**src/stop_torque_pkg.sv**
```systemverilog
// constants, register map and state type for the stop and torque-limit block
package stop_torque_pkg;
   localparam int ADDR_W = 8;
   localparam int DATA_W = 32;
   // register byte offsets
   localparam logic [7:0] SWITCHES_OFS = 8'h00;
   localparam logic [7:0] ESTOP_OFS = 8'h04;
   localparam logic [7:0] FWD_LIM_OFS = 8'h08;
   localparam logic [7:0] REV_LIM_OFS = 8'h0C;
   localparam logic [7:0] FWD_EXT_OFS = 8'h10;
   localparam logic [7:0] REV_EXT_OFS = 8'h14;
   localparam logic [7:0] RUN_LVL_OFS = 8'h18;
   localparam logic [7:0] STATUS_OFS = 8'h1C;
   localparam logic [7:0] MASK_OFS = 8'h20;
   localparam logic [7:0] MONITOR_OFS = 8'h24;
   // switch register fields
   localparam int FWD_OT_OFF_BIT = 2;
   localparam int REV_OT_OFF_BIT = 3;
   localparam int OUT_SEL_BIT = 4;
   localparam int COAST_BIT = 6;
   localparam int HOLD_BIT = 7;
   localparam int DECEL_BIT = 8;
   localparam int CLAMP_BIT = 9;
   // monitor word fields
   localparam int MON_OUT_BIT = 4;
   localparam int MON_FWD_OK_BIT = 0;
   localparam int MON_REV_OK_BIT = 1;
   localparam int MON_STATE_LSB = 8;
   // event bits in status and mask
   localparam int EV_OUT = 0;
   localparam int EV_OT = 1;
   localparam int EV_SOFF = 2;
   localparam int EV_W = 3;
   // reset values, torques in percent of rated torque
   localparam logic [15:0] MAX_TORQUE = 16'h012C;
   localparam logic [15:0] SWITCHES_RST = 16'h0080;
   localparam logic [15:0] EXT_LIM_RST = 16'h0064;
   localparam logic [15:0] RUN_LVL_RST = 16'h0014;
   localparam logic [15:0] ZERO_SPEED = 16'h0004;
   localparam logic [1:0] RESP_OK = 2'h0;
   localparam logic [1:0] RESP_SLVERR = 2'h2;
   typedef enum logic [2:0] {
      ST_RUN, ST_DB, ST_COAST, ST_DECEL, ST_CLAMP, ST_HELD, ST_FREE
   } stop_state_t;
endpackage : stop_torque_pkg

```
**src/servo_stop_torque_limit.sv**
```systemverilog
// motor stop sequencing, torque clamp and running/limit contact output
// What this block does
// overtravel bit clear: stop as on servo off, brake or coast per bit 6
// overtravel bit set: decelerate with the emergency stop torque
// after deceleration stop: servo off if bit 9 clear, else zero clamp
// in torque control mode overtravel always stops as on servo off
// emergency torque in percent, 0 to maximum, only with overtravel in use
// servo-on off, alarm or power loss enter servo off and stop
// servo off stop: dynamic brake when bit 6 clear, coast when set
// after brake stop: release if bit 7 clear, keep brake if set
// forward and reverse torque clamped to own percent limits
// select bit set: output closed while torque reference exceeds limit
// external limits count only while their contact input is active
// select bit clear: output closed while speed at or above level
// output change mirrored in monitor word bit 4 and status
// overtravel input high prohibits rotation in that direction
// overtravel-use bit set ignores that input, rotation allowed
// motor counts as stopped below a small zero-speed threshold
//
// Local design decisions: the address map and the AXI4-Lite slave port.
`timescale 1ns/1ps
module servo_stop_torque_limit (
   input wire logic ref_clk_i,
   input wire logic rst_n_i,
   input wire logic [stop_torque_pkg::ADDR_W-1:0] s_axi_awaddr,
   input wire logic s_axi_awvalid,
   output logic s_axi_awready,
   input wire logic [stop_torque_pkg::DATA_W-1:0] s_axi_wdata,
   input wire logic [3:0] s_axi_wstrb,
   input wire logic s_axi_wvalid,
   output logic s_axi_wready,
   output logic [1:0] s_axi_bresp,
   output logic s_axi_bvalid,
   input wire logic s_axi_bready,
   input wire logic [stop_torque_pkg::ADDR_W-1:0] s_axi_araddr,
   input wire logic s_axi_arvalid,
   output logic s_axi_arready,
   output logic [stop_torque_pkg::DATA_W-1:0] s_axi_rdata,
   output logic [1:0] s_axi_rresp,
   output logic s_axi_rvalid,
   input wire logic s_axi_rready,
   input wire logic servo_on_n_i,
   input wire logic forward_overtravel_input_i,
   input wire logic reverse_overtravel_input_i,
   input wire logic fwd_ext_limit_input_n_i,
   input wire logic rev_ext_limit_input_n_i,
   input wire logic alarm_i,
   input wire logic power_ok_i,
   input wire logic torque_mode_i,
   input wire logic signed [15:0] speed_i,
   input wire logic signed [15:0] torque_ref_i,
   output logic signed [15:0] torque_cmd_o,
   output logic motor_power_o,
   output logic dyn_brake_o,
   output logic decel_active_o,
   output logic zero_clamp_o,
   output logic fwd_allow_o,
   output logic rev_allow_o,
   output logic running_or_limit_output_n_o,
   output logic irq_o
);
   import stop_torque_pkg::*;

   logic [4:0] pin_lvl;
   logic servo_on_s, fwd_ot_s, rev_ot_s, fwd_ext_s, rev_ext_s;
   logic [15:0] stop_and_output_switches_reg;
   logic [15:0] emergency_stop_torque_reg;
   logic [15:0] forward_torque_limit_reg, reverse_torque_limit_reg;
   logic [15:0] forward_external_limit_reg, reverse_external_limit_reg;
   logic [15:0] running_level_param_reg;
   logic [EV_W-1:0] status_reg, mask_reg, events;
   logic [15:0] monitor_status_word;
   logic aw_hold_reg, w_hold_reg;
   logic [ADDR_W-1:0] waddr_reg;
   logic [DATA_W-1:0] wdata_reg;
   logic [3:0] wstrb_reg;
   logic do_write, wr_mapped, rd_mapped;
   logic [DATA_W-1:0] rd_word;
   stop_state_t state_reg, state_next, soff_state;
   logic soff_cond, fwd_blocked, rev_blocked, ot_hit, stopped;
   logic [15:0] speed_mag, ref_mag, fwd_eff, rev_eff, estop_val;
   logic lim_exceed, running, out_n_next;
   logic signed [15:0] torque_cmd_next;

   // byte-lane merge for a 16-bit register
   function automatic logic [15:0] merge16(input logic [15:0] old,
      input logic [31:0] d, input logic [3:0] s);
      merge16 = {s[1] ? d[15:8] : old[15:8], s[0] ? d[7:0] : old[7:0]};
   endfunction : merge16

   function automatic logic [15:0] umin(input logic [15:0] a,
      input logic [15:0] b);
      umin = (a < b) ? a : b;
   endfunction : umin

   // contact pins pass the three-stage synchroniser
   pin_sync #(.W(5)) u_sync (
      .ref_clk_i(ref_clk_i),
      .rst_n_i(rst_n_i),
      .pin_i({!servo_on_n_i, forward_overtravel_input_i,
              reverse_overtravel_input_i, !fwd_ext_limit_input_n_i,
              !rev_ext_limit_input_n_i}),
      .level_o(pin_lvl)
   );
   // inverted first: reset reads servo off, limits off
   assign servo_on_s = pin_lvl[4];
   assign fwd_ot_s = pin_lvl[3];
   assign rev_ot_s = pin_lvl[2];
   assign fwd_ext_s = pin_lvl[1]; // contact closed pulls the pin low
   assign rev_ext_s = pin_lvl[0];

   // axi write channels, address and data taken in either order
   assign s_axi_awready = !aw_hold_reg && !s_axi_bvalid;
   assign s_axi_wready = !w_hold_reg && !s_axi_bvalid;
   assign do_write = aw_hold_reg && w_hold_reg && !s_axi_bvalid;
   always_ff @(posedge ref_clk_i or negedge rst_n_i)
   begin
      if (!rst_n_i)
      begin
         aw_hold_reg <= 1'b0;
         w_hold_reg <= 1'b0;
         waddr_reg <= 8'h00;
         wdata_reg <= 32'h0000_0000;
         wstrb_reg <= 4'h0;
         s_axi_bvalid <= 1'b0;
         s_axi_bresp <= RESP_OK;
      end
      else
      begin
         if (s_axi_awvalid && s_axi_awready)
         begin
            aw_hold_reg <= 1'b1;
            waddr_reg <= s_axi_awaddr;
         end
         if (s_axi_wvalid && s_axi_wready)
         begin
            w_hold_reg <= 1'b1;
            wdata_reg <= s_axi_wdata;
            wstrb_reg <= s_axi_wstrb;
         end
         if (do_write)
         begin
            aw_hold_reg <= 1'b0;
            w_hold_reg <= 1'b0;
            s_axi_bvalid <= 1'b1;
            s_axi_bresp <= wr_mapped ? RESP_OK : RESP_SLVERR;
         end
         else if (s_axi_bready)
            s_axi_bvalid <= 1'b0;
      end
   end

   // address decode shared by both directions
   function automatic logic mapped(input logic [7:0] a);
      mapped = (a[1:0] == 2'h0) && (a <= MONITOR_OFS);
   endfunction : mapped
   assign wr_mapped = mapped(waddr_reg) && (waddr_reg != MONITOR_OFS);
   assign rd_mapped = mapped(s_axi_araddr);

   // settings registers written by software
   always_ff @(posedge ref_clk_i or negedge rst_n_i)
   begin
      if (!rst_n_i)
      begin
         stop_and_output_switches_reg <= SWITCHES_RST;
         emergency_stop_torque_reg <= MAX_TORQUE;
         forward_torque_limit_reg <= MAX_TORQUE;
         reverse_torque_limit_reg <= MAX_TORQUE;
         forward_external_limit_reg <= EXT_LIM_RST;
         reverse_external_limit_reg <= EXT_LIM_RST;
         running_level_param_reg <= RUN_LVL_RST;
         mask_reg <= 3'h0;
      end
      else if (do_write)
      begin
         case (waddr_reg)
            SWITCHES_OFS: stop_and_output_switches_reg <=
               merge16(stop_and_output_switches_reg, wdata_reg, wstrb_reg);
            ESTOP_OFS: emergency_stop_torque_reg <=
               merge16(emergency_stop_torque_reg, wdata_reg, wstrb_reg);
            FWD_LIM_OFS: forward_torque_limit_reg <=
               merge16(forward_torque_limit_reg, wdata_reg, wstrb_reg);
            REV_LIM_OFS: reverse_torque_limit_reg <=
               merge16(reverse_torque_limit_reg, wdata_reg, wstrb_reg);
            FWD_EXT_OFS: forward_external_limit_reg <=
               merge16(forward_external_limit_reg, wdata_reg, wstrb_reg);
            REV_EXT_OFS: reverse_external_limit_reg <=
               merge16(reverse_external_limit_reg, wdata_reg, wstrb_reg);
            RUN_LVL_OFS: running_level_param_reg <=
               merge16(running_level_param_reg, wdata_reg, wstrb_reg);
            MASK_OFS:
               if (wstrb_reg[0])
                  mask_reg <= wdata_reg[EV_W-1:0];
            default: ;
         endcase
      end
   end

   // sticky events, write one to clear, a new event wins over the clear
   always_ff @(posedge ref_clk_i or negedge rst_n_i)
   begin
      if (!rst_n_i)
         status_reg <= 3'h0;
      else if (do_write && waddr_reg == STATUS_OFS && wstrb_reg[0])
         status_reg <= (status_reg & ~wdata_reg[EV_W-1:0]) | events;
      else
         status_reg <= status_reg | events;
   end
   assign irq_o = |(status_reg & mask_reg);

   // read data mux
   always_comb
   begin
      rd_word = 32'h0000_0000;
      case (s_axi_araddr)
         SWITCHES_OFS: rd_word[15:0] = stop_and_output_switches_reg;
         ESTOP_OFS: rd_word[15:0] = emergency_stop_torque_reg;
         FWD_LIM_OFS: rd_word[15:0] = forward_torque_limit_reg;
         REV_LIM_OFS: rd_word[15:0] = reverse_torque_limit_reg;
         FWD_EXT_OFS: rd_word[15:0] = forward_external_limit_reg;
         REV_EXT_OFS: rd_word[15:0] = reverse_external_limit_reg;
         RUN_LVL_OFS: rd_word[15:0] = running_level_param_reg;
         STATUS_OFS: rd_word[EV_W-1:0] = status_reg;
         MASK_OFS: rd_word[EV_W-1:0] = mask_reg;
         MONITOR_OFS: rd_word[15:0] = monitor_status_word;
         default: rd_word = 32'h0000_0000;
      endcase
   end

   // axi read channel, answer one cycle after the address is taken
   assign s_axi_arready = !s_axi_rvalid;
   always_ff @(posedge ref_clk_i or negedge rst_n_i)
   begin
      if (!rst_n_i)
      begin
         s_axi_rvalid <= 1'b0;
         s_axi_rdata <= 32'h0000_0000;
         s_axi_rresp <= RESP_OK;
      end
      else if (s_axi_arvalid && s_axi_arready)
      begin
         s_axi_rvalid <= 1'b1;
         s_axi_rdata <= rd_word;
         s_axi_rresp <= rd_mapped ? RESP_OK : RESP_SLVERR;
      end
      else if (s_axi_rready)
         s_axi_rvalid <= 1'b0;
   end

   // stop conditions and magnitudes
   assign speed_mag = speed_i[15] ? 16'(-speed_i) : 16'(speed_i);
   assign ref_mag = torque_ref_i[15] ? 16'(-torque_ref_i) : 16'(torque_ref_i);
   assign stopped = speed_mag < ZERO_SPEED;
   assign soff_cond = !servo_on_s || alarm_i || !power_ok_i;
   assign soff_state = stop_and_output_switches_reg[COAST_BIT] ?
      ST_COAST : ST_DB;
   assign fwd_blocked = fwd_ot_s &&
      !stop_and_output_switches_reg[FWD_OT_OFF_BIT];
   assign rev_blocked = rev_ot_s &&
      !stop_and_output_switches_reg[REV_OT_OFF_BIT];
   assign ot_hit = (fwd_blocked && !speed_i[15] && !stopped) ||
      (rev_blocked && speed_i[15] && !stopped);
   assign estop_val = umin(emergency_stop_torque_reg, MAX_TORQUE);

   // stop sequencer
   always_comb
   begin
      state_next = state_reg;
      case (state_reg)
         ST_RUN:
            if (soff_cond)
               state_next = soff_state;
            else if (ot_hit)
               state_next = (stop_and_output_switches_reg[DECEL_BIT] &&
                  !torque_mode_i) ? ST_DECEL : soff_state;
         ST_DB:
            if (stopped)
               state_next = stop_and_output_switches_reg[HOLD_BIT] ?
                  ST_HELD : ST_FREE;
         ST_COAST:
            if (stopped)
               state_next = ST_FREE;
         ST_DECEL:
            if (soff_cond)
               state_next = soff_state;
            else if (stopped)
               state_next = stop_and_output_switches_reg[CLAMP_BIT] ?
                  ST_CLAMP : soff_state;
         ST_CLAMP:
            if (soff_cond)
               state_next = soff_state;
            else if (!fwd_blocked && !rev_blocked)
               state_next = ST_RUN;
         ST_HELD, ST_FREE:
            if (!soff_cond && !ot_hit)
               state_next = ST_RUN;
         default: state_next = ST_RUN;
      endcase
   end

   // state and power-stage outputs
   always_ff @(posedge ref_clk_i or negedge rst_n_i)
   begin
      if (!rst_n_i)
      begin
         state_reg <= ST_FREE;
         motor_power_o <= 1'b0;
         dyn_brake_o <= 1'b0;
         decel_active_o <= 1'b0;
         zero_clamp_o <= 1'b0;
         fwd_allow_o <= 1'b0;
         rev_allow_o <= 1'b0;
      end
      else
      begin
         state_reg <= state_next;
         motor_power_o <= state_next == ST_RUN || state_next == ST_DECEL ||
            state_next == ST_CLAMP;
         dyn_brake_o <= state_next == ST_DB || state_next == ST_HELD;
         decel_active_o <= state_next == ST_DECEL;
         zero_clamp_o <= state_next == ST_CLAMP;
         fwd_allow_o <= !fwd_blocked;
         rev_allow_o <= !rev_blocked;
      end
   end

   // effective limits, external ones only while their contact is on
   assign fwd_eff = umin(umin(forward_torque_limit_reg, MAX_TORQUE),
      fwd_ext_s ? forward_external_limit_reg : MAX_TORQUE);
   assign rev_eff = umin(umin(reverse_torque_limit_reg, MAX_TORQUE),
      rev_ext_s ? reverse_external_limit_reg : MAX_TORQUE);
   assign lim_exceed = torque_ref_i[15] ? (ref_mag > rev_eff) :
      (ref_mag > fwd_eff);
   assign running = speed_mag >= running_level_param_reg;
   assign out_n_next = stop_and_output_switches_reg[OUT_SEL_BIT] ?
      !lim_exceed : !running;

   // torque command: braking torque, clamp, direction prohibit
   always_comb
   begin
      torque_cmd_next = 16'sh0000;
      if (state_next == ST_DECEL)
         torque_cmd_next = speed_i[15] ? signed'(estop_val) :
            16'(-signed'(estop_val));
      else if (state_next == ST_RUN && !torque_ref_i[15] && !fwd_blocked)
         torque_cmd_next = signed'(umin(ref_mag, fwd_eff));
      else if (state_next == ST_RUN && torque_ref_i[15] && !rev_blocked)
         torque_cmd_next = 16'(-signed'(umin(ref_mag, rev_eff)));
   end

   // contact output and torque command registers
   always_ff @(posedge ref_clk_i or negedge rst_n_i)
   begin
      if (!rst_n_i)
      begin
         running_or_limit_output_n_o <= 1'b1;
         torque_cmd_o <= 16'sh0000;
      end
      else
      begin
         running_or_limit_output_n_o <= out_n_next;
         torque_cmd_o <= torque_cmd_next;
      end
   end

   // events and monitor word follow the output and the sequencer
   assign events[EV_OUT] = out_n_next != running_or_limit_output_n_o;
   assign events[EV_OT] = state_reg == ST_RUN && !soff_cond && ot_hit;
   assign events[EV_SOFF] = state_reg != ST_DB && state_reg != ST_COAST &&
      state_reg != ST_HELD && state_reg != ST_FREE && soff_cond;
   always_comb
   begin
      monitor_status_word = 16'h0000;
      monitor_status_word[MON_OUT_BIT] = !running_or_limit_output_n_o;
      monitor_status_word[MON_FWD_OK_BIT] = fwd_allow_o;
      monitor_status_word[MON_REV_OK_BIT] = rev_allow_o;
      monitor_status_word[MON_STATE_LSB +: 3] = state_reg;
   end
endmodule : servo_stop_torque_limit

```
**src/pin_sync.sv**
```systemverilog
// three-stage pin synchroniser, output follows once stages two and three agree
`timescale 1ns/1ps
module pin_sync #(
   parameter int W = 5
) (
   input wire logic ref_clk_i,
   input wire logic rst_n_i,
   input wire logic [W-1:0] pin_i,
   output logic [W-1:0] level_o
);
   // one chain per pin
   genvar g;
   generate
      for (g = 0; g < W; g++)
      begin : g_bit
         logic s1_reg;
         logic s2_reg;
         logic s3_reg;
         always_ff @(posedge ref_clk_i or negedge rst_n_i)
         begin
            if (!rst_n_i)
            begin
               s1_reg <= 1'b0;
               s2_reg <= 1'b0;
               s3_reg <= 1'b0;
               level_o[g] <= 1'b0;
            end
            else
            begin
               s1_reg <= pin_i[g];
               s2_reg <= s1_reg;
               s3_reg <= s2_reg;
               if (s2_reg == s3_reg)
                  level_o[g] <= s3_reg;
            end
         end
      end
   endgenerate
endmodule : pin_sync

```
**config.mk**
```make
export PLATFORM = sky130hd
export DESIGN_NAME = servo_stop_torque_limit
export DESIGN_NICKNAME = d
export VERILOG_FILES = /design/src/stop_torque_pkg.sv /design/src/servo_stop_torque_limit.sv /design/src/pin_sync.sv
export SDC_FILE = /design/constraint.sdc
export NUM_CORES = 1
export LEC_CHECK = 0
export BUFFER_PORTS_ARGS = -buffer_cell sky130_fd_sc_hd__buf_2
export CAP_MARGIN = 30
export CORE_AREA = 2 2 153 155
export CTS_CLUSTER_DIAMETER = 40
export DETAILED_ROUTE_END_ITERATION = 8
export DIE_AREA = 0 0 155 157
export HOLD_SLACK_MARGIN = 0.03
export PLACE_DENSITY = 0.84
export SKIP_LAST_GASP = 1
export SYNTH_ARGS = -nofsm -noshare
export SYNTH_HDL_FRONTEND = slang
export SYNTH_SLANG_ARGS = --single-unit
```
**constraint.sdc**
```tcl
create_clock -name ref_clk_i -period 6.5 [get_ports ref_clk_i]
set_input_delay 0.65 -clock ref_clk_i [delete_from_list [all_inputs] [get_ports ref_clk_i]]
set_output_delay 0.65 -clock ref_clk_i [all_outputs]
set_load 0.02 [all_outputs]
```
==> impl_metrics.toml <==
[clock_tree]
clock-sinks = 212
clk_pin_slew_ns = 0.06
cts_buffer_depth = 3
htree_levels = 1
cts_root_buf = "clkbuf_16"
clock_latency_ns = 0.56
cts_buffers = 30
cts_tree = "yes"

[route]
wl_per_cell_um = 22.0
vias = 11600
firstDrtPassIters = 9
drc = 0
via_per_inst = 6.53
ant_nets = 0
initialDrtViolationCount = 1097
wl_um = 39000

[die]
dieArea_um2 = 24300
fp.dieH_um = 157
die_x_um = 155
rows = 55
coreArea_um2 = 22500
initial_core_util = 0.590
pin_count = 164

[final_layout]
fin_cells = 1770
fin_area_um2 = 15300
area_growth_pct = 15.1
nets = 1642
n_fill_cell = 1685
layout-drive-gt1-share = 0.273
antenna_cells = 0

[sta]
hold_viol_final = 0
fin_skew_ns = 0.0213
drv_slew = 0
fmax_ghz = 0.164
rsz0062_at_grt = "no"
post-route-period-util = 0.935
hold_slack_ns = 0.162
max_slew_margin = 0.302
period_minus_slack_ns = 6.08
worstMarginPinSlew_ns = 1.05
tns_ns = 0
setup_viol = 0

[run]
cap_violations = 0

[worst_setup_path]
timing.rr.start = "forward_torque_limit_reg[9]"
crit_path_max_incr_delay_ns = 0.52
cp-end-kind = "flop"
critPathArrivalTime_ns = 6.47
cpLargestDelayFamily = "simple AND/OR/NAND/NOR gates"
cpMostUsedCell = "a21oi_1"
worstPathRequired_ns = 6.89
worst-path-max-fanout = 22
crit_start = "forward_torque_limit_reg[9]"
start_kind = "flop"
path_buf_inv = 4
cpMaxStageDelayCell = "or4_1"
critPathKind = "reg2reg"

[worst_hold_path]
hold_class = "in2async"

[logic_synthesis]
yosysMostFrequentCell = "dfrtp_1"
syn-cell-area_um2 = 13300
synth-async-reset-ratio = 1.00
synthTopCellsByCount = "dfrtp_1 (188), mux2_2 (148), nand2_1 (118)"
synth_warnings = 0
synth.area.top_cells = "dfrtp_1 (35%), mux2_2 (13%), ha_1 (7.7%), dfstp_2 (4.8%), nand2_1 (3.3%)"
synth_top_cell_area_share = 0.354
yosys.area.top_type = "dfrtp_1"
syn_inst = 1317
ys.flop_type = "dfrtp_1"
syn_area_per_cell_um2 = 10.1
synth-seq-cells = 212
ys_seq_area_frac = 0.402
synth_cell_types = 85
synth_edf_count = 0

[global_route]
grt_first_pass_wirelength_um = 60600
grt_pass1_vias = 11300
antenna_found_initial = 1
grt_max_degree = 100
grt_overflow = 0
grt.total_usage = 0.317

[placed_design]
place_area_um2 = 14200
port_buffers = 127
dp_cells = 1712
globalplace.congestion = 0.963
place_hpwl_um = 29100

[power]
p_leak_nw = 7.27
power_density_nw_per_um2 = 323
ir_drop_v = 0.000306

[outcome]
status = "finished clean"
-- cells in the final DEF, fill, tap and decap left out, types with 7 or more instances in the layout --
cell         n
xnor2_1     25
a221oi_1     7
mux2i_1      9
nor2b_1     17
o21ai_0     33
nand2_1    118
nand3_1     22
a21o_1      38
or3_1        9
or4_1        7
clkbuf_16   30
nor3_1      19
a22o_1       7
nand2b_1    14
mux2_2     148
ha_1        82
dfrtp_1    188
and3_1      11
nor2_1      75
conb_1      32
o31ai_1     17
xor2_1      15
nor4_1      14
a21oi_1     64
buf_4       24
a222oi_1    11
a22oi_1     45
a31oi_1     24
and2_1      13
o22ai_1      7
dfstp_2     24
inv_1       51
buf_2      126
nand4_1     18
-- area by class of cell --
type / count / area (um^2) / area share
inverter: 53 / 199 / 0.0130
clock inverter: 21 / 224 / 0.0147
timing repair buffer: 152 / 852 / 0.0558
tap: 285 / 357 / 0.0233
clock buffer: 35 / 810 / 0.0530
multi-input combinational: 1012 / 7500 / 0.491
sequential: 212 / 5340 / 0.349
-- kinds of logic after synthesis --
logic type               count (synthesis)  share of synthesized area
AND/OR/NAND/NOR                        371                      0.141
AO/OA/AOI/OAI                          325                      0.174
flip-flops                             212                      0.402
multiplexers                           157                      0.132
buffers and inverters                  124                     0.0433
adder cells (fa/ha/maj)                 87                     0.0811
XOR/XNOR                                40                     0.0264
other                                    1                   0.000283
-- stage by stage --
stage / setup slack, ns / utilization / power, mW
3_5_place_dp: 0.421 / 0.631 / 3.26
5_1_grt: 0.0507 / 0.679 / 5.19
3_3_place_gp: 0.490 / 0.631 / 3.21
6_report: 0.419 / 0.679 / 4.94
4_1_cts: 0.373 / 0.677 / 4.92
2_1_floorplan: 0.548 / - / 2.78
-- repair_timing --
action                                  in CTS  in global routing
hold buffers                                 0                  0
gates resized for setup                      0                  3
endpoints found under the setup margin       0                  4
buffers inserted                             0                  1
-- metal layers --
metal	share of wire	track usage
met5	0	0
met4	0.042	0.126
met3	0.084	0.0542
met2	0.46	0.510
met1	0.42	0.429
-- power by group --
part / leakage, nW / internal, mW / switching, mW
Clock: 0.503 / 0.991 / 0.648
Sequential: 2.72 / 1.55 / 0.342
Combinational: 4.04 / 0.606 / 0.796
-- path summary, 6_finish.rpt --
kind,endpoint,slack (ns),cells past startpoint
min reg2reg,u_sync.g_bit[2].s2_reg,0.35,0
max reg2reg,torque_cmd_o[14],0.42,27
max,torque_cmd_o[14],0.42,27
max in group asynchronous,forward_external_limit_reg[6],5.25,3
min,torque_cmd_o[10],0.16,1
min in group ref_clk_i,u_sync.g_bit[2].s1_reg,0.21,1
Note: power is estimated with default switching activity, not from simulation.
